$ cat src/e1_maint_pkg.sv
// constants and carriers for the e1 maintenance block
package e1_maint_pkg;
  // register byte offsets
  localparam logic [7:0] ADDR_MAINT_ZERO  = 8'h00;
  localparam logic [7:0] ADDR_MAINT_ONE   = 8'h04;
  localparam logic [7:0] ADDR_MAINT_SIX   = 8'h08;
  localparam logic [7:0] ADDR_STATUS_ZERO = 8'h0c;
  localparam logic [7:0] ADDR_IRQ_STATUS  = 8'h10;
  localparam logic [7:0] ADDR_IRQ_MASK    = 8'h14;
  localparam logic [7:0] ADDR_IRQ_EDGE    = 8'h18;
  localparam logic [7:0] ADDR_ERR_COUNT   = 8'h1c;
  localparam int         ADDR_W           = 8;

  // axi response codes
  localparam logic [1:0] RESP_OKAY   = 2'h0;
  localparam logic [1:0] RESP_SLVERR = 2'h2;

  // maintenance register zero, bits 5..0
  typedef struct packed {
    logic       cdr_enable;
    logic       detect_standard_select;
    logic       sequence_invert;
    logic       pattern_clock_select;
    logic [1:0] pattern_select;
  } maint_zero_s;

  // maintenance register one, bits 4..0
  typedef struct packed {
    logic single_rail;
    logic hdb3_mode;
    logic remote_loop_enable;
    logic digital_loop_enable;
    logic analog_loop_enable;
  } maint_one_s;

  // maintenance register six, bits 4..0
  typedef struct packed {
    logic       count_transfer;
    logic       counter_report_mode;
    logic       zero_run_definition;
    logic [1:0] error_select;
  } maint_six_s;

  // reset values
  localparam maint_zero_s MAINT_ZERO_RST = maint_zero_s'(6'h20);
  localparam maint_one_s  MAINT_ONE_RST  = maint_one_s'(5'h10);
  localparam maint_six_s  MAINT_SIX_RST  = maint_six_s'(5'h00);

  // pattern and error-type codes
  localparam logic [1:0] PAT_NORMAL = 2'h0;
  localparam logic [1:0] PAT_ONES   = 2'h1;
  localparam logic [1:0] PAT_PRBS   = 2'h2;
  localparam logic [1:0] ERR_PRBS   = 2'h0;
  localparam logic [1:0] ERR_VIOL   = 2'h1;
  localparam logic [1:0] ERR_ZERO   = 2'h2;
  localparam logic [1:0] ERR_BOTH   = 2'h3;

  // detection thresholds
  localparam int         AIS_BLOCK_BITS = 512;
  localparam logic [8:0] AIS_BLOCK_LAST = 9'(AIS_BLOCK_BITS - 1);
  localparam logic [1:0] AIS_MIN_ZEROS  = 2'h3;
  localparam int         SYNC_WINDOW    = 64;
  localparam logic [6:0] SYNC_MAX_ERR   = 7'h06;
  localparam logic [6:0] EXZ_AMI_DEF    = 7'h0f;
  localparam logic [6:0] EXZ_AMI_ALT    = 7'h50;
  localparam logic [6:0] EXZ_HDB3       = 7'h03;
  localparam int         PRBS_LEN       = 15;
  localparam int         CNT_WIDTH_DEF  = 16;

  // timing
  localparam int CLK_HZ          = 10_000_000;
  localparam int REPORT_PERIOD_S = 1;
  localparam int REPORT_CYCLES   = CLK_HZ * REPORT_PERIOD_S;
endpackage

$ cat src/e1_maintenance.sv
// How it works
// - default standard: alarm set after two low-zero 512-bit blocks, cleared after two.
// - alternate standard: alarm follows each single 512-bit block's zero count.
// - detect-standard bit picks criterion, reset 0; alarm shown in status.
// - alarm detection runs only while clock recovery is enabled.
// - patterns timed by transmit clock, or reference clock when selected.
// - pattern 00 sends normal data, or all zeros with reference clock.
// - pattern 01 sends all ones on the chosen timing.
// - pattern 10 sends the pseudo-random sequence, first bit first.
// - sequence is 2^15-1, generated and checked.
// - invert bit inverts sent and expected sequence.
// - sync set at six or fewer errors in 64-bit window.
// - sync changes latch irq status, rise only or any edge.
// - irq output high while status and mask are both one.
// - error select 00 counts sequence errors in 16-bit counter.
// - analog loop feeds transmitted line back to receiver, line still driven.
// - digital loop feeds transmit data to receive decoder, line still driven.
// - remote loop sends recovered receive data to the transmitter.
// - patterns override transmit data during analog or digital loop.
// - flag same-polarity pulses in AMI, repeated violations in HDB3.
// - excess zeros beyond 15 or 80 in AMI, beyond 3 in HDB3.
// - only selected error type counts; code 11 counts violations and zeros.
// - single rail: violation pin high one receive clock period per violation.
// - auto mode moves count to readable register each second, restarts.
//
// The placing of the registers and the AXI4-Lite register port were chosen for this implementation.
`timescale 1ns/10ps
module e1_maintenance
  import e1_maint_pkg::*;
#(
  parameter int CNT_WIDTH   = CNT_WIDTH_DEF,
  parameter int REPORT_CYC  = REPORT_CYCLES
) (
  // clock and reset
  input  wire logic              i_clk,
  input  wire logic              i_rst_b,
  // axi4-lite write
  input  wire logic              i_awvalid,
  output logic                   o_awready,
  input  wire logic [ADDR_W-1:0] i_awaddr,
  input  wire logic              i_wvalid,
  output logic                   o_wready,
  input  wire logic [31:0]       i_wdata,
  input  wire logic [3:0]        i_wstrb,
  output logic                   o_bvalid,
  input  wire logic              i_bready,
  output logic [1:0]             o_bresp,
  // axi4-lite read
  input  wire logic              i_arvalid,
  output logic                   o_arready,
  input  wire logic [ADDR_W-1:0] i_araddr,
  output logic                   o_rvalid,
  input  wire logic              i_rready,
  output logic [31:0]            o_rdata,
  output logic [1:0]             o_rresp,
  // system side
  input  wire logic              i_transmit_clock_in,
  input  wire logic              i_transmit_data,
  input  wire logic              i_master_ref_clock,
  output logic                   o_receive_clock_out,
  output logic                   o_receive_data_out,
  output logic                   o_violation_pulse_out,
  // line side
  input  wire logic              i_line_rx_clock,
  input  wire logic              i_line_rx_pos,
  input  wire logic              i_line_rx_neg,
  output logic                   o_line_transmit_pos,
  output logic                   o_line_transmit_neg,
  // interrupt
  output logic                   o_irq
);
  // refuse widths the logic cannot serve
  if (CNT_WIDTH < 2 || CNT_WIDTH > 32) begin : g_bad_width
    $error("counter width out of range");
  end
  if (REPORT_CYC < 2) begin : g_bad_period
    $error("report period too short");
  end

  localparam int NPIN = 6;

  function automatic logic mapped(input logic [ADDR_W-1:0] a);
    mapped = (a[1:0] == 2'h0) && (a <= ADDR_ERR_COUNT);
  endfunction

  maint_zero_s    mz_reg;
  maint_one_s     mo_reg;
  maint_six_s     ms_reg;
  logic           irq_sts_reg, irq_mask_reg, irq_edge_reg;
  logic [NPIN-1:0] pin_raw, pin_s1, pin_s2;
  logic [2:0]     clk_prev;
  logic           tclk_rise, mref_rise, rclk_rise;
  logic           loop_local, remote_eff, pat_active, pat_edge, tx_edge;
  logic           tx_edge_q, tx_pat_bit, tx_bit_reg, mark_pol_reg;
  logic           gen_bit, pred_bit, rx_edge, rx_pos, rx_neg, rx_bit;
  logic           rx_cmp, prbs_err, last_pol_reg, last_viol_reg, pulse_seen;
  logic           viol, bpv_evt, exz_evt, err_evt;
  logic [6:0]     zrun_reg, exz_lim, win_cnt_reg, win_cnt_next;
  logic [SYNC_WINDOW-1:0] win_reg;
  logic           sync_reg, sync_prev_reg, sync_evt;
  logic [8:0]     blk_cnt_reg;
  logic [1:0]     zeros_reg, zeros_inc;
  logic           blk_end, blk_low, prev_low_reg, ais_reg;
  logic [CNT_WIDTH-1:0] err_cnt_reg, count_reg;
  logic [31:0]    tmr_reg;
  logic           tick, xfer_prev_reg, xfer;
  logic           aw_full, w_full, do_wr;
  logic [ADDR_W-1:0] wr_addr;
  logic [7:0]     wr_byte;
  logic           wr_lane;
  logic           wr_zero, wr_one, wr_six, wr_sts, wr_mask, wr_edge;

  // two-stage synchronisers for every outside pin
  assign pin_raw = {i_line_rx_neg, i_line_rx_pos, i_transmit_data,
                    i_line_rx_clock, i_master_ref_clock, i_transmit_clock_in};
  always_ff @(posedge i_clk) begin
    if (!i_rst_b) begin
      pin_s1   <= '0;
      pin_s2   <= '0;
      clk_prev <= '0;
    end else begin
      pin_s1   <= pin_raw;
      pin_s2   <= pin_s1;
      clk_prev <= pin_s2[2:0];
    end
  end
  assign tclk_rise = pin_s2[0] & ~clk_prev[0];
  assign mref_rise = pin_s2[1] & ~clk_prev[1];
  assign rclk_rise = pin_s2[2] & ~clk_prev[2];

  // loop precedence: analog, then digital, then remote
  assign loop_local = mo_reg.analog_loop_enable | mo_reg.digital_loop_enable;
  assign remote_eff = mo_reg.remote_loop_enable & ~loop_local;

  // transmit timing and pattern choice
  assign pat_active = (mz_reg.pattern_select == PAT_ONES) ||
                      (mz_reg.pattern_select == PAT_PRBS) ||
                      (mz_reg.pattern_select == PAT_NORMAL &&
                       mz_reg.pattern_clock_select);
  assign pat_edge   = mz_reg.pattern_clock_select ? mref_rise : tclk_rise;
  assign tx_edge    = remote_eff ? rclk_rise
                    : (pat_active ? pat_edge : tclk_rise);
  always_comb begin
    unique case (mz_reg.pattern_select)
      PAT_ONES: tx_pat_bit = 1'b1;
      PAT_PRBS: tx_pat_bit = gen_bit ^ mz_reg.sequence_invert;
      PAT_NORMAL: tx_pat_bit = mz_reg.pattern_clock_select ? 1'b0
                             : pin_s2[3];
      default: tx_pat_bit = pin_s2[3];
    endcase
  end

  // generator advances one bit per pattern timing edge
  prbs15_lfsr u_gen (
    .i_clk   (i_clk),
    .i_rst_b (i_rst_b),
    .i_step  (pat_edge && mz_reg.pattern_select == PAT_PRBS),
    .i_check (1'b0),
    .i_in    (1'b0),
    .o_bit   (gen_bit)
  );

  // transmit bit and ami line pair; pattern overrides in local loops
  always_ff @(posedge i_clk) begin
    if (!i_rst_b) begin
      tx_bit_reg          <= 1'b0;
      mark_pol_reg        <= 1'b0;
      tx_edge_q           <= 1'b0;
      o_line_transmit_pos <= 1'b0;
      o_line_transmit_neg <= 1'b0;
    end else begin
      tx_edge_q <= tx_edge;
      if (tx_edge) begin
        tx_bit_reg <= remote_eff ? (pin_s2[4] | pin_s2[5])
                                 : tx_pat_bit;
        o_line_transmit_pos <= tx_bit_reg & ~mark_pol_reg;
        o_line_transmit_neg <= tx_bit_reg & mark_pol_reg;
        mark_pol_reg        <= mark_pol_reg ^ tx_bit_reg;
      end
    end
  end

  // receive source: line pins, or own transmit pair when looped
  assign rx_edge = loop_local ? tx_edge_q : rclk_rise;
  assign rx_pos  = loop_local ? o_line_transmit_pos : pin_s2[4];
  assign rx_neg  = loop_local ? o_line_transmit_neg : pin_s2[5];
  assign rx_bit  = rx_pos | rx_neg;

  // receive data and clock outputs
  always_ff @(posedge i_clk) begin
    if (!i_rst_b) begin
      o_receive_data_out  <= 1'b0;
      o_receive_clock_out <= 1'b0;
    end else begin
      if (rx_edge) begin
        o_receive_data_out <= rx_bit;
      end
      o_receive_clock_out <= loop_local
        ? (pat_active && mz_reg.pattern_clock_select ? pin_s2[1] : pin_s2[0])
        : pin_s2[2];
    end
  end

  // line code violations and zero runs
  assign viol    = rx_bit & pulse_seen & (rx_neg == last_pol_reg);
  assign bpv_evt = rx_edge & viol &
                   (~mo_reg.hdb3_mode | (rx_neg == last_viol_reg));
  assign exz_lim = mo_reg.hdb3_mode ? EXZ_HDB3
                 : (ms_reg.zero_run_definition ? EXZ_AMI_ALT : EXZ_AMI_DEF);
  assign exz_evt = rx_edge & ~rx_bit & (zrun_reg == exz_lim);
  always_ff @(posedge i_clk) begin
    if (!i_rst_b) begin
      last_pol_reg  <= 1'b0;
      last_viol_reg <= 1'b0;
      pulse_seen    <= 1'b0;
      zrun_reg      <= '0;
    end else if (rx_edge) begin
      if (rx_bit) begin
        pulse_seen   <= 1'b1;
        last_pol_reg <= rx_neg;
        zrun_reg     <= '0;
      end else if (zrun_reg != 7'h7f) begin
        zrun_reg <= zrun_reg + 7'h01;
      end
      if (viol) begin
        last_viol_reg <= rx_neg;
      end
    end
  end

  // violation pin holds one receive period
  always_ff @(posedge i_clk) begin
    if (!i_rst_b) begin
      o_violation_pulse_out <= 1'b0;
    end else if (rx_edge) begin
      o_violation_pulse_out <= mo_reg.single_rail & bpv_evt;
    end
  end

  // sequence checker and 64-bit sliding error window
  assign rx_cmp   = rx_bit ^ mz_reg.sequence_invert;
  assign prbs_err = rx_cmp ^ pred_bit;
  prbs15_lfsr u_chk (
    .i_clk   (i_clk),
    .i_rst_b (i_rst_b),
    .i_step  (rx_edge),
    .i_check (1'b1),
    .i_in    (rx_cmp),
    .o_bit   (pred_bit)
  );
  assign win_cnt_next = win_cnt_reg + {6'h00, prbs_err}
                      - {6'h00, win_reg[SYNC_WINDOW-1]};
  always_ff @(posedge i_clk) begin
    if (!i_rst_b) begin
      win_reg     <= '0;
      win_cnt_reg <= '0;
      sync_reg    <= 1'b0;
    end else if (rx_edge) begin
      win_reg     <= {win_reg[SYNC_WINDOW-2:0], prbs_err};
      win_cnt_reg <= win_cnt_next;
      sync_reg    <= (win_cnt_next <= SYNC_MAX_ERR);
    end
  end

  // sync change latch; a set wins over a software clear
  assign sync_evt = (sync_reg & ~sync_prev_reg) |
                    (irq_edge_reg & ~sync_reg & sync_prev_reg);
  always_ff @(posedge i_clk) begin
    if (!i_rst_b) begin
      sync_prev_reg <= 1'b0;
      irq_sts_reg   <= 1'b0;
    end else begin
      sync_prev_reg <= sync_reg;
      if (sync_evt) begin
        irq_sts_reg <= 1'b1;
      end else if (wr_sts && wr_byte[0]) begin
        irq_sts_reg <= 1'b0;
      end
    end
  end
  assign o_irq = irq_sts_reg & irq_mask_reg;

  // alarm detection over 512-bit blocks
  assign zeros_inc = (~rx_bit && zeros_reg != AIS_MIN_ZEROS)
                   ? zeros_reg + 2'h1 : zeros_reg;
  assign blk_end   = rx_edge && blk_cnt_reg == AIS_BLOCK_LAST;
  assign blk_low   = zeros_inc < AIS_MIN_ZEROS;
  always_ff @(posedge i_clk) begin
    if (!i_rst_b || !mz_reg.cdr_enable) begin
      blk_cnt_reg  <= '0;
      zeros_reg    <= '0;
      prev_low_reg <= 1'b0;
      ais_reg      <= 1'b0;
    end else if (rx_edge) begin
      blk_cnt_reg <= blk_cnt_reg + 9'h001;
      zeros_reg   <= blk_end ? 2'h0 : zeros_inc;
      if (blk_end) begin
        prev_low_reg <= blk_low;
        if (mz_reg.detect_standard_select) begin
          ais_reg <= blk_low;
        end else if (blk_low && prev_low_reg) begin
          ais_reg <= 1'b1;
        end else if (!blk_low && !prev_low_reg) begin
          ais_reg <= 1'b0;
        end
      end
    end
  end

  // error type selection
  always_comb begin
    unique case (ms_reg.error_select)
      ERR_PRBS: err_evt = rx_edge & prbs_err;
      ERR_VIOL: err_evt = bpv_evt;
      ERR_ZERO: err_evt = exz_evt;
      ERR_BOTH: err_evt = bpv_evt | exz_evt;
    endcase
  end

  // one-second timer and report transfer
  assign tick = ms_reg.counter_report_mode &&
                tmr_reg == 32'(REPORT_CYC - 1);
  assign xfer = ms_reg.counter_report_mode ? tick
              : (ms_reg.count_transfer & ~xfer_prev_reg);
  always_ff @(posedge i_clk) begin
    if (!i_rst_b || !ms_reg.counter_report_mode) begin
      tmr_reg <= '0;
    end else begin
      tmr_reg <= tick ? 32'h0 : tmr_reg + 32'h1;
    end
  end
  always_ff @(posedge i_clk) begin
    if (!i_rst_b) begin
      xfer_prev_reg <= 1'b0;
      err_cnt_reg   <= '0;
      count_reg     <= '0;
    end else begin
      xfer_prev_reg <= ms_reg.count_transfer;
      if (xfer) begin
        count_reg   <= err_cnt_reg;
        err_cnt_reg <= {{(CNT_WIDTH-1){1'b0}}, err_evt};
      end else if (err_evt && !(&err_cnt_reg)) begin
        err_cnt_reg <= err_cnt_reg + 1'b1;
      end
    end
  end

  // axi write: address and data taken in either order
  assign o_awready = ~aw_full;
  assign o_wready  = ~w_full;
  assign do_wr     = aw_full & w_full & ~o_bvalid;
  always_ff @(posedge i_clk) begin
    if (!i_rst_b) begin
      aw_full  <= 1'b0;
      w_full   <= 1'b0;
      wr_addr  <= '0;
      wr_byte  <= '0;
      wr_lane  <= 1'b0;
      o_bvalid <= 1'b0;
      o_bresp  <= RESP_OKAY;
    end else begin
      if (i_awvalid && !aw_full) begin
        aw_full <= 1'b1;
        wr_addr <= i_awaddr;
      end
      if (i_wvalid && !w_full) begin
        w_full  <= 1'b1;
        wr_byte <= i_wdata[7:0];
        wr_lane <= i_wstrb[0];
      end
      if (do_wr) begin
        aw_full  <= 1'b0;
        w_full   <= 1'b0;
        o_bvalid <= 1'b1;
        o_bresp  <= mapped(wr_addr) ? RESP_OKAY : RESP_SLVERR;
      end else if (o_bvalid && i_bready) begin
        o_bvalid <= 1'b0;
      end
    end
  end
  assign wr_zero = do_wr & wr_lane & (wr_addr == ADDR_MAINT_ZERO);
  assign wr_one  = do_wr & wr_lane & (wr_addr == ADDR_MAINT_ONE);
  assign wr_six  = do_wr & wr_lane & (wr_addr == ADDR_MAINT_SIX);
  assign wr_sts  = do_wr & wr_lane & (wr_addr == ADDR_IRQ_STATUS);
  assign wr_mask = do_wr & wr_lane & (wr_addr == ADDR_IRQ_MASK);
  assign wr_edge = do_wr & wr_lane & (wr_addr == ADDR_IRQ_EDGE);

  // control registers
  always_ff @(posedge i_clk) begin
    if (!i_rst_b) begin
      mz_reg       <= MAINT_ZERO_RST;
      mo_reg       <= MAINT_ONE_RST;
      ms_reg       <= MAINT_SIX_RST;
      irq_mask_reg <= 1'b0;
      irq_edge_reg <= 1'b0;
    end else begin
      if (wr_zero) mz_reg <= maint_zero_s'(wr_byte[5:0]);
      if (wr_one)  mo_reg <= maint_one_s'(wr_byte[4:0]);
      if (wr_six)  ms_reg <= maint_six_s'(wr_byte[4:0]);
      if (wr_mask) irq_mask_reg <= wr_byte[0];
      if (wr_edge) irq_edge_reg <= wr_byte[0];
    end
  end

  // axi read: one beat, answer one cycle after address
  assign o_arready = ~o_rvalid;
  always_ff @(posedge i_clk) begin
    if (!i_rst_b) begin
      o_rvalid <= 1'b0;
      o_rdata  <= '0;
      o_rresp  <= RESP_OKAY;
    end else if (i_arvalid && !o_rvalid) begin
      o_rvalid <= 1'b1;
      o_rresp  <= mapped(i_araddr) ? RESP_OKAY : RESP_SLVERR;
      unique case (i_araddr)
        ADDR_MAINT_ZERO:  o_rdata <= {26'h0, mz_reg};
        ADDR_MAINT_ONE:   o_rdata <= {27'h0, mo_reg};
        ADDR_MAINT_SIX:   o_rdata <= {27'h0, ms_reg};
        ADDR_STATUS_ZERO: o_rdata <= {30'h0, sync_reg, ais_reg};
        ADDR_IRQ_STATUS:  o_rdata <= {31'h0, irq_sts_reg};
        ADDR_IRQ_MASK:    o_rdata <= {31'h0, irq_mask_reg};
        ADDR_IRQ_EDGE:    o_rdata <= {31'h0, irq_edge_reg};
        ADDR_ERR_COUNT:   o_rdata <= 32'(count_reg);
        default:          o_rdata <= 32'h0;
      endcase
    end else if (o_rvalid && i_rready) begin
      o_rvalid <= 1'b0;
    end
  end
endmodule

$ cat src/prbs15_lfsr.sv
// 2^15-1 sequence register, generator or self-synchronising checker
`timescale 1ns/10ps
module prbs15_lfsr
  import e1_maint_pkg::*;
(
  // clock and reset
  input  wire logic i_clk,
  input  wire logic i_rst_b,
  // control
  input  wire logic i_step,
  input  wire logic i_check,
  input  wire logic i_in,
  // predicted or generated bit
  output logic      o_bit
);
  logic [PRBS_LEN-1:0] state_reg;
  logic                fb;

  // taps x^15 + x^14 + 1
  assign fb    = state_reg[PRBS_LEN-1] ^ state_reg[PRBS_LEN-2];
  assign o_bit = fb;

  // checker shifts in received bits, generator its own output
  always_ff @(posedge i_clk) begin
    if (!i_rst_b) begin
      state_reg <= '1;
    end else if (i_step) begin
      state_reg <= {state_reg[PRBS_LEN-2:0], i_check ? i_in : fb};
    end
  end
endmodule

$ cat config.mk
export PLATFORM = sky130hd
export DESIGN_NAME = e1_maintenance
export DESIGN_NICKNAME = d
export VERILOG_FILES = /design/src/e1_maint_pkg.sv /design/src/e1_maintenance.sv /design/src/prbs15_lfsr.sv
export SDC_FILE = /design/constraint.sdc
export NUM_CORES = 1
export LEC_CHECK = 0
export BUFFER_PORTS_ARGS = -buffer_cell sky130_fd_sc_hd__buf_2
export CAP_MARGIN = 15
export CORE_AREA = 2 2 199 123
export DETAILED_ROUTE_END_ITERATION = 8
export DIE_AREA = 0 0 201 125
export GPL_TIMING_DRIVEN = 0
export PLACE_DENSITY = 0.68
export SLEW_MARGIN = 40
export SYNTH_ARGS = -nofsm -noshare
export SYNTH_HDL_FRONTEND = slang
export SYNTH_SLANG_ARGS = --single-unit
$ cat constraint.sdc
create_clock -name i_clk -period 3.56 [get_ports i_clk]
set_clock_uncertainty 0.2 [all_clocks]
set_input_delay 0 -clock i_clk [delete_from_list [all_inputs] [get_ports i_clk]]
set_output_delay 0 -clock i_clk [all_outputs]
set_load 0.03 [all_outputs]
Word-level counts from Yosys, hierarchy flattened
Cells that the tools add are included.
- add/sub/neg operators: 7
- order comparisons: 4
- eq/ne operators: 24
- multiplexer cells: 33
- bitwise gates (word level): 55
- reduce and logical (&&, ||, !) cells: 51
- operators by type and width (kind ; count):
    one-hot mux 16 bit (8 select lines) ; 1
    == test 8 x 5 -> 1 bit, second input constant ; 7
    adder 32 x 1 -> 32 bit, second input constant ; 1
    == test 32 x 24 -> 1 bit, second input constant ; 1
    bitwise AND 1 bit ; 28
    two-way mux 7 bit ; 4
    == test 8 x 4 -> 1 bit, second input constant ; 3
    two-way mux 1 bit ; 22
    logical AND 1 bit ; 17
    adder 16 x 1 -> 16 bit, second input constant ; 1
    == test 8 x 3 -> 1 bit, second input constant ; 2
    less-or-equal comparator 8 x 5 -> 1 bit, second input constant ; 2
    logical NOT 8 bit ; 2
    AND reduction 16 bit ; 1
    NOT 1 bit ; 15
    nonzero test 2 bit ; 5
    adder 9 x 1 -> 9 bit, second input constant ; 1
    == test 9 bit, second input constant ; 1
    logical NOT 1 bit ; 9
    logical NOT 2 bit ; 4
    two-way mux 2 bit ; 4
    AND reduction 2 bit ; 4
    adder 7 x 1 -> 7 bit ; 1
    adder 7 x 1 -> 7 bit, second input constant ; 1
    other kinds (18) ; 37
- register bits: 288
- output and inout bits: 47
- word-level logic and storage cells: 231

Logic depth before layout (Yosys ltp)
Gate-level depths: netlist of run 1.
- depth in word-level cells: 12
- mapped depth: 14

Modules after synthesis
Synthesis of run 1 repeated with hierarchy kept, for this count alone.
- cell total of the unflattened synthesis: 1272
- area total of the unflattened synthesis: 11526.1 um^2
- modules (own cells, without submodules) (module ; instances ; cells an instance ; area each (um^2)):
    e1_maintenance ; 1 ; 1168 ; 10397.5
    prbs15_lfsr ; 2 ; 52 ; 564.3

Least setup slack after synthesis of run 1
No wires, ideal clock.
- path type: register to register
- from: register mo_reg[0] (netlist name)
- to: register sync_reg
- arrival: 2.726 ns
- data required time: 3.273 ns
- slack: 0.547 ns
- cell stages (with the launch flop): 15
- buffers on the path: 1
- period minus slack after synthesis: 3.013 ns
- path through: dfxtp_1 or2_1 buf_6 mux2i_4 xnor3_1 inv_1 ha_1 fa_1 a21o_1 a21oi_1 o21bai_1 a21oi_1 xnor2_1 nand2_1 o31ai_1
- longest elaborated chain between the ends: 8
- elaborated cells between the ends (all ways): 10
- RTL lines (element ; line ; RTL):
    from (decl) ; e1_maintenance.sv:87 ; maint_one_s mo_reg;
    from (signal assigned) ; e1_maintenance.sv:398 ; if (wr_one) mo_reg <= maint_one_s'(wr_byte[4:0]);
    OR 1 bit (*) ; e1_maintenance.sv:132 ; assign loop_local = mo_reg.analog_loop_enable | mo_reg.digital_loop_enable;
    two-way mux 1 bit (on tied branches) ; e1_maintenance.sv:185, e1_maintenance.sv:186 ;
    OR 1 bit (*) ; e1_maintenance.sv:187 ; assign rx_bit = rx_pos | rx_neg;
    XOR 1 bit (*) ; e1_maintenance.sv:241 ; assign rx_cmp = rx_bit ^ mz_reg.sequence_invert;
    XOR 1 bit (*) ; e1_maintenance.sv:242 ; assign prbs_err = rx_cmp ^ pred_bit;
    named net prbs_err ; e1_maintenance.sv:96 ; logic rx_cmp, prbs_err, last_pol_reg, last_viol_reg, pulse_seen;
    adder 7 x 1 -> 7 bit (*) ; e1_maintenance.sv:251 ; assign win_cnt_next = win_cnt_reg + {6'h00, prbs_err}
    subtractor 7 x 1 -> 7 bit (*) ; e1_maintenance.sv:252 ; - {6'h00, win_reg[SYNC_WINDOW-1]};
    less-or-equal comparator 7 x 3 -> 1 bit (*) ; e1_maintenance.sv:261 ; sync_reg <= (win_cnt_next <= SYNC_MAX_ERR);
    to (signal assigned) ; e1_maintenance.sv:261 ;
    to (decl) ; e1_maintenance.sv:100 ; logic sync_reg, sync_prev_reg, sync_evt;
Mark *: on every way through the listed nets, which the timed path passes. The rest lies on a longest branch.
A chain may end at the register's enable or synchronous reset.

Worst setup path in the final report of run 1
- from: register mo_reg[1] (netlist name)
- to: register sync_reg
The elaborated chain is that of the path after synthesis.

==> results.json, run 1 <==
{
  "final_count_of_pins_violating_max_slew": 0,
  "cp_max_fo": 6,
  "synth_seq_area_share_pct": 47.24,
  "die_width_um": 201,
  "worst-endpoint-required_ps": 3800,
  "p_leak_nw": 5.302,
  "postSynth.asyncResetShare_pct": 0,
  "utilization_pct": 57.45,
  "post-route-period-util_pct": 96.11,
  "grt_pass1_vias": 8645,
  "grt_util_met2_pct": 30.86,
  "gpl.final_weighted_congestion": 0.8373,
  "average_wire_per_cell_in_the_routed_design_um": 14.91,
  "core_area_sq_um": 23510,
  "cts-buffers-inserted": 26,
  "power.ir.vdd_worst_v": 0.0003601,
  "crit_path_start": "mo_reg[1]$_SDFFE_PN0P_",
  "antenna-diode-count": 0,
  "post_synth_main_area_contributors": "sky130_fd_sc_hd__dfxtp_1 (47%), sky130_fd_sc_hd__nand2_1 (8.1%), sky130_fd_sc_hd__mux2i_1 (6.3%)",
  "die-height_um": 125,
  "achievable-frequency_mhz": 292.3,
  "htree_levels": 1,
  "top_usage_layer": "met1",
  "netlist.area_leader.share_pct": 47.24,
  "io_pins": 112,
  "worst_slew_pin_slew_ps": 697.2,
  "endpoint": "sync_reg$_SDFFE_PN0P_",
  "drc_violation_count_after_routing": 0,
  "yosysWarningCount": 0,
  "number_of_synthesized_flops_with_an_enable_pin": 0,
  "hold_viol_final": 0,
  "drtAntennaViolNets": 0,
  "grt_start_max_net_pins": 16,
  "die-area_sq_um": 25130,
  "critical_path_arrival_ps": 3660,
  "synth.most_common_cell": "sky130_fd_sc_hd__dfxtp_1",
  "grt_util_met1_pct": 31.63,
  "worstRegToRegCells": 14,
  "max-slew-margin-rel_pct": 52.78,
  "first_pass_iteration_count_of_the_detailed_router": 6,
  "stdcell_count": 1761,
  "holdPathStages": 3,
  "synth.ff_latch_count": 270,
  "vias_per_cell": 5.229,
  "clk_transition_reported_paths_ps": 70,
  "post-route-min-period_ps": 3422,
  "grt_util_all_layers_pct": 20.91,
  "number_of_antenna_violations_at_the_first_check_in_global_routing": 0,
  "sink_count_of_the_clock_tree": 270,
  "cellPowerDensity_nw_per_um2": 469.1,
  "netlist_area_sq_um": 11440,
  "tritoncts": "built",
  "type_of_element_capturing_the_critical_path": "register",
  "layout.nets": 1507,
  "ys_top_cells_by_count": "sky130_fd_sc_hd__dfxtp_1 (270), sky130_fd_sc_hd__nand2_1 (248), sky130_fd_sc_hd__nor2b_1 (75), sky130_fd_sc_hd__mux2i_1 (72), sky130_fd_sc_hd__a21boi_0 (68)",
  "first_iter_violations": 610,
  "global_route_wire_length_before_repair_mm": 43.78,
  "post-synth-top-area-cell": "sky130_fd_sc_hd__dfxtp_1",
  "status": "complete, no violations",
  "via_count": 9209,
  "placed_cells_incl_taps": 1679,
  "synthFlopType": "sky130_fd_sc_hd__dfxtp_1",
  "setup_viol": 0,
  "startpoint_type": "register",
  "hold_path_class": "in -> reg",
  "detail_route.wirelength_mm": 26.25,
  "largest_register_ffs": 64,
  "setup.worst_path.class": "reg -> reg",
  "rr_startpoint": "mo_reg[1]$_SDFFE_PN0P_",
  "ys_types": 63,
  "rows": 44,
  "clock_tree.buffer_depth": 3,
  "grt_overflow_total": 0,
  "root_buffer": "sky130_fd_sc_hd__clkbuf_16",
  "reg2reg_setup_slack_ps": 140,
  "worst_r2r_endpoint": "sync_reg$_SDFFE_PN0P_",
  "layout_cells_sized_above_1_pct": 9.312,
  "detailed_placement_wirelength_estimate_mm": 18.29,
  "syn-instance-count": 1279,
  "grtUsageMet3_pct": 4.197,
  "clock_latency_ps": 540,
  "initial_utilization_pct": 48.67,
  "syn_avg_cell_area_sq_um": 8.946,
  "port_buffer_count": 61,
  "syn_to_final_growth_pct": 18.03,
  "cap_viol_max_count": 0
}
## cell usage in the layout (no fill, tap or decap), types with 4 or more instances in the layout
master | netlist | routed
sky130_fd_sc_hd__nand3_1 | 44 | 44
sky130_fd_sc_hd__dlygate4sd3_1 | 0 | 37
sky130_fd_sc_hd__clkbuf_8 | 0 | 7
sky130_fd_sc_hd__inv_1 | 21 | 21
sky130_fd_sc_hd__nor2_1 | 67 | 67
sky130_fd_sc_hd__a22oi_1 | 14 | 14
sky130_fd_sc_hd__nor2b_1 | 75 | 75
sky130_fd_sc_hd__and2_1 | 35 | 35
sky130_fd_sc_hd__a21oi_1 | 37 | 36
sky130_fd_sc_hd__a21boi_0 | 68 | 68
sky130_fd_sc_hd__and3_1 | 22 | 22
sky130_fd_sc_hd__ha_1 | 19 | 19
sky130_fd_sc_hd__buf_1 | 6 | 5
sky130_fd_sc_hd__o31ai_1 | 10 | 9
sky130_fd_sc_hd__mux2i_1 | 72 | 72
sky130_fd_sc_hd__xor2_1 | 33 | 33
sky130_fd_sc_hd__o211ai_1 | 5 | 5
sky130_fd_sc_hd__conb_1 | 1 | 18
sky130_fd_sc_hd__o21ai_0 | 31 | 31
sky130_fd_sc_hd__nor4_1 | 4 | 4
sky130_fd_sc_hd__or4_1 | 16 | 16
sky130_fd_sc_hd__clkbuf_1 | 63 | 67
sky130_fd_sc_hd__xnor2_1 | 13 | 13
sky130_fd_sc_hd__a22o_1 | 4 | 4
sky130_fd_sc_hd__nand4_1 | 16 | 16
sky130_fd_sc_hd__dfxtp_1 | 270 | 269
sky130_fd_sc_hd__clkbuf_16 | 0 | 27
sky130_fd_sc_hd__buf_2 | 0 | 61
sky130_fd_sc_hd__o21ai_1 | 4 | 4
sky130_fd_sc_hd__nand2_1 | 248 | 248
sky130_fd_sc_hd__o211a_1 | 6 | 6
sky130_fd_sc_hd__buf_4 | 18 | 18
## timing repair
action	CTS	global route
endpoints found under the hold margin	42	0
hold buffers	37	0
endpoints found under the setup margin	0	2
resized for setup	0	6
setup buffers	0	0
## power breakdown
group	switching [mW]	internal, mW	leakage (nW)	total (mW)
Combinational	0.232	0.161	2.69	0.393
Clock	1.17	1.68	0.431	2.85
Sequential	0.0304	3.06	2.19	3.09
Total	1.43	4.90	5.30	6.34
## metrics by stage
stage | power, mW | worst slack [ps] | hold slack (ps) | cell area [sq um] | TNS (ps)
4_1_cts | 6.393 | 8.417 | 1.584 | 13490 | 0
3_5_place_dp | 3.514 | 66.76 | 9.899 | 12230 | 0
2_1_floorplan | 3.406 | 546.7 | -72.71 | 11510 | 0
5_1_grt | 6.564 | -9.188 | 19.31 | 13510 | -9.188
3_3_place_gp | 3.504 | 108.6 | 4.409 | 12210 | 0
6_report | 6.335 | 138.5 | 10.04 | 13510 | 0
## layer usage
| layer | part of all wire [%] | up-vias |
|---|---|---|
| li1 | - | 4605 |
| met1 | 51 | 4347 |
| met2 | 41 | 222 |
| met3 | 6.6 | 35 |
| met4 | 1.5 | 0 |
| met5 | 0 | - |
## logic make-up after synthesis
group / after synthesis / synth area share [%]
AO/OA/AOI/OAI: 204 / 12.19
buffers and inverters: 110 / 4.330
AND/OR/NAND/NOR: 552 / 23.34
adder cells (fa/ha/maj): 20 / 2.253
flip-flops: 270 / 47.24
multiplexers: 74 / 6.692
other: 1 / 0.03277
XOR/XNOR: 48 / 3.926
## worst max-delay path, stage by stage, from the launching register on
cell	delay, ps
sky130_fd_sc_hd__dfxtp_1	430
sky130_fd_sc_hd__or2_1	160
sky130_fd_sc_hd__buf_6	130
sky130_fd_sc_hd__mux2i_4	300
sky130_fd_sc_hd__xnor3_2	280
sky130_fd_sc_hd__inv_1	60
sky130_fd_sc_hd__ha_1	210
sky130_fd_sc_hd__fa_1	410
sky130_fd_sc_hd__a21o_1	190
sky130_fd_sc_hd__a21oi_2	190
sky130_fd_sc_hd__o21bai_1	80
sky130_fd_sc_hd__a21oi_1	170
sky130_fd_sc_hd__xnor2_1	150
sky130_fd_sc_hd__nand2_1	90
sky130_fd_sc_hd__o31ai_2	290
## worst min path at each step
stage                                end  slack [ps]           startpoint
finish              pin_s1[1]$_SDFF_PN0_          10   i_master_ref_clock
global route        pin_s1[5]$_SDFF_PN0_          20        i_line_rx_neg
CTS                 pin_s1[5]$_SDFF_PN0_           2        i_line_rx_neg
detailed placement  pin_s1[3]$_SDFF_PN0_          10      i_transmit_data
global placement    pin_s1[2]$_SDFF_PN0_           4      i_line_rx_clock
floorplan           pin_s1[0]$_SDFF_PN0_         -70  i_transmit_clock_in
## final cells by class
| class | count | area (sq um) |
|---|---|---|
| Buffer | 89 | 419.2 |
| Clock buffer | 39 | 790.8 |
| Clock inverter | 6 | 92.59 |
| Fill cell | 2134 | 10000 |
| Inverter | 21 | 78.83 |
| Multi-Input combinational cell | 916 | 5639 |
| Sequential cell | 270 | 5406 |
| Tap cell | 322 | 402.9 |
| Timing Repair Buffer | 98 | 675.6 |
No activity file was read; power rests on OpenSTA's default activity.
==> run 2, diff against run 1 <==
==> constraint.sdc (replaced) <==
create_clock -name i_clk -period 3.56 [get_ports i_clk]
set_clock_uncertainty 0.2 [all_clocks]
set_input_delay 0.356 -clock i_clk [delete_from_list [all_inputs] [get_ports i_clk]]
set_output_delay 0.356 -clock i_clk [all_outputs]
set_load 0.03 [all_outputs]
==> results.json, run 2 (synthesized netlist as in run 1, its figures left out) <==
{
  "placed_cells_incl_taps": 1679,
  "worstRegToRegCells": 14,
  "tritoncts": "built",
  "p_leak_nw": 5.251,
  "drtAntennaViolNets": 0,
  "final_count_of_pins_violating_max_slew": 0,
  "worst-endpoint-required_ps": 3800,
  "postCtsSetupRepairBufs": 0,
  "core_area_sq_um": 23510,
  "root_buffer": "sky130_fd_sc_hd__clkbuf_16",
  "clock_tree.buffer_depth": 3,
  "die_width_um": 201,
  "gpl.final_weighted_congestion": 0.8373,
  "cellPowerDensity_nw_per_um2": 472.2,
  "cap_viol_max_count": 0,
  "critical_path_arrival_ps": 3670,
  "global_route_wire_length_before_repair_mm": 43.52,
  "detailed_placement_wirelength_estimate_mm": 18.29,
  "reg2reg_setup_slack_ps": 130,
  "utilization_pct": 56.98,
  "grt_overflow_total": 0,
  "post-route-min-period_ps": 3426,
  "achievable-frequency_mhz": 291.9,
  "rr_startpoint": "mo_reg[1]$_SDFFE_PN0P_",
  "average_wire_per_cell_in_the_routed_design_um": 14.91,
  "crit_path_cell_trace": "or2_1 > buf_6 > mux2i_4 > xnor3_2 > inv_1 > ha_1 > fa_1 > a21o_1 > a21oi_2 > o21bai_1 > a21oi_1 > xnor2_1 > nand2_1 > o31ai_2",
  "antenna-diode-count": 0,
  "io_pins": 112,
  "grt_start_max_net_pins": 16,
  "hold_path_class": "in -> reg",
  "largest_stage_delay_worst_path_ps": 430,
  "layout_cells_sized_above_1_pct": 9.384,
  "cpMaxStageDelayCell": "sky130_fd_sc_hd__dfxtp_1",
  "rows": 44,
  "detail_route.wirelength_mm": 26.10,
  "power.total_mw": 6.325,
  "setup.worst_path.class": "reg -> reg",
  "startpoint_type": "register",
  "hold_viol_final": 0,
  "mostFrequentLayoutCells": "sky130_fd_sc_hd__dfxtp_1 (269), sky130_fd_sc_hd__nand2_1 (248), sky130_fd_sc_hd__nor2b_1 (75)",
  "vias_per_cell": 5.218,
  "worst_r2r_endpoint": "sync_reg$_SDFFE_PN0P_",
  "worst_slew_pin_slew_ps": 710.8,
  "die-height_um": 125,
  "initial_utilization_pct": 48.67,
  "htree_levels": 1,
  "via_count": 9132,
  "grt_util_all_layers_pct": 20.80,
  "dpl-instance-area_sq_um": 12230,
  "setup_viol": 0,
  "timing.hold.worst.start": "i_araddr[5]",
  "syn_to_final_growth_pct": 17.07,
  "sink_count_of_the_clock_tree": 270,
  "filler_cell_count": 2145,
  "clk_transition_reported_paths_ps": 70,
  "setup_tns_ps": 0,
  "die-area_sq_um": 25130,
  "type_of_element_capturing_the_critical_path": "register",
  "post_route_standard_cell_area_excluding_fillers_sq_um": 13400,
  "drc_violation_count_after_routing": 0,
  "port_buffer_count": 61,
  "first_pass_iteration_count_of_the_detailed_router": 7,
  "first_iter_violations": 624,
  "crit_path_start": "mo_reg[1]$_SDFFE_PN0P_",
  "largest_register_ffs": 64,
  "stdcell_count": 1750,
  "status": "complete, no violations",
  "clock_latency_ps": 540,
  "grt_pass1_vias": 8581,
  "layout.nets": 1496,
  "cts-buffers-inserted": 26,
  "post-route-worst-setup-slack_ps": 134.4,
  "layout.cells.most_common": "sky130_fd_sc_hd__dfxtp_1",
  "max-slew-margin-rel_pct": 51.87,
  "cp_max_fo": 6,
  "post-route-period-util_pct": 96.23,
  "number_of_antenna_violations_at_the_first_check_in_global_routing": 0,
  "endpoint": "sync_reg$_SDFFE_PN0P_",
  "power.ir.vdd_worst_v": 0.0003600,
  "worst_setup_slack_after_placement_ps": 66.76,
  "hold-worst-slack_ps": 37.46
}
==> run 2: cell count changes in the layout (fill, tap and decap cells not counted) <==
| cell | delta |
|---|---|
| sky130_fd_sc_hd__dlygate4sd3_1 | -11 |
==> run 2: critical path, delay by kind of cell, from the launching register on <==
family,cells,cell delay (ps)
mux,1,300
buf+inv,2,190
xor+xnor,2,430
simple gates,2,250
fa+ha+maj,2,620
compound gates,5,910
flops,1,430
==> run 2: final cells by class <==
class / count / area [sq um] / share of cell area (%)
tap: 322 / 402.9 / 3.008
multi-input combinational: 916 / 5639 / 42.10
sequential: 270 / 5406 / 40.36
clock inverter: 6 / 92.59 / 0.6912
inverter: 21 / 78.83 / 0.5885
timing repair buffer: 87 / 565.5 / 4.222
buffer: 89 / 419.2 / 3.129
clock buffer: 39 / 790.8 / 5.903
==> run 2: what timing repair did <==
item                                    4_1_cts  5_1_grt
resized for setup                             0        6
endpoints found under the hold margin        25        0
endpoints found under the setup margin        0        2
hold buffers                                 26        0
==> run 2: worst min-delay path by stage <==
stage,endpoint,slack (ps),depth (start not counted)
2_1_floorplan,pin_s2[0]$_SDFF_PN0_,210,1
3_3_place_gp,pin_s2[5]$_SDFF_PN0_,220,1
3_5_place_dp,pin_s2[3]$_SDFF_PN0_,220,1
4_1_cts,o_rresp[1]$_SDFFE_PN0P_,20,4
5_1_grt,o_rresp[1]$_SDFFE_PN0P_,90,4
6_report,o_rresp[1]$_SDFFE_PN0P_,40,4
==> run 2: routing by layer <==
| metal | vias to the layer above | track usage [%] | wire, um |
|---|---|---|---|
| met4 | 0 | 4.009 | 404 |
| met3 | 37 | 4.197 | 1679 |
| met5 | - | 0 | 0 |
| li1 | 4589 | - | - |
| met1 | 4275 | 31.61 | 13370 |
| met2 | 231 | 30.47 | 10640 |
==> run 2: report_power, final <==
group / switching (mW) / leakage (nW) / internal [mW] / total (mW)
Sequential: 0.0304 / 2.19 / 3.06 / 3.09
Clock: 1.17 / 0.431 / 1.68 / 2.85
Combinational: 0.229 / 2.63 / 0.153 / 0.382
Total: 1.43 / 5.25 / 4.89 / 6.33
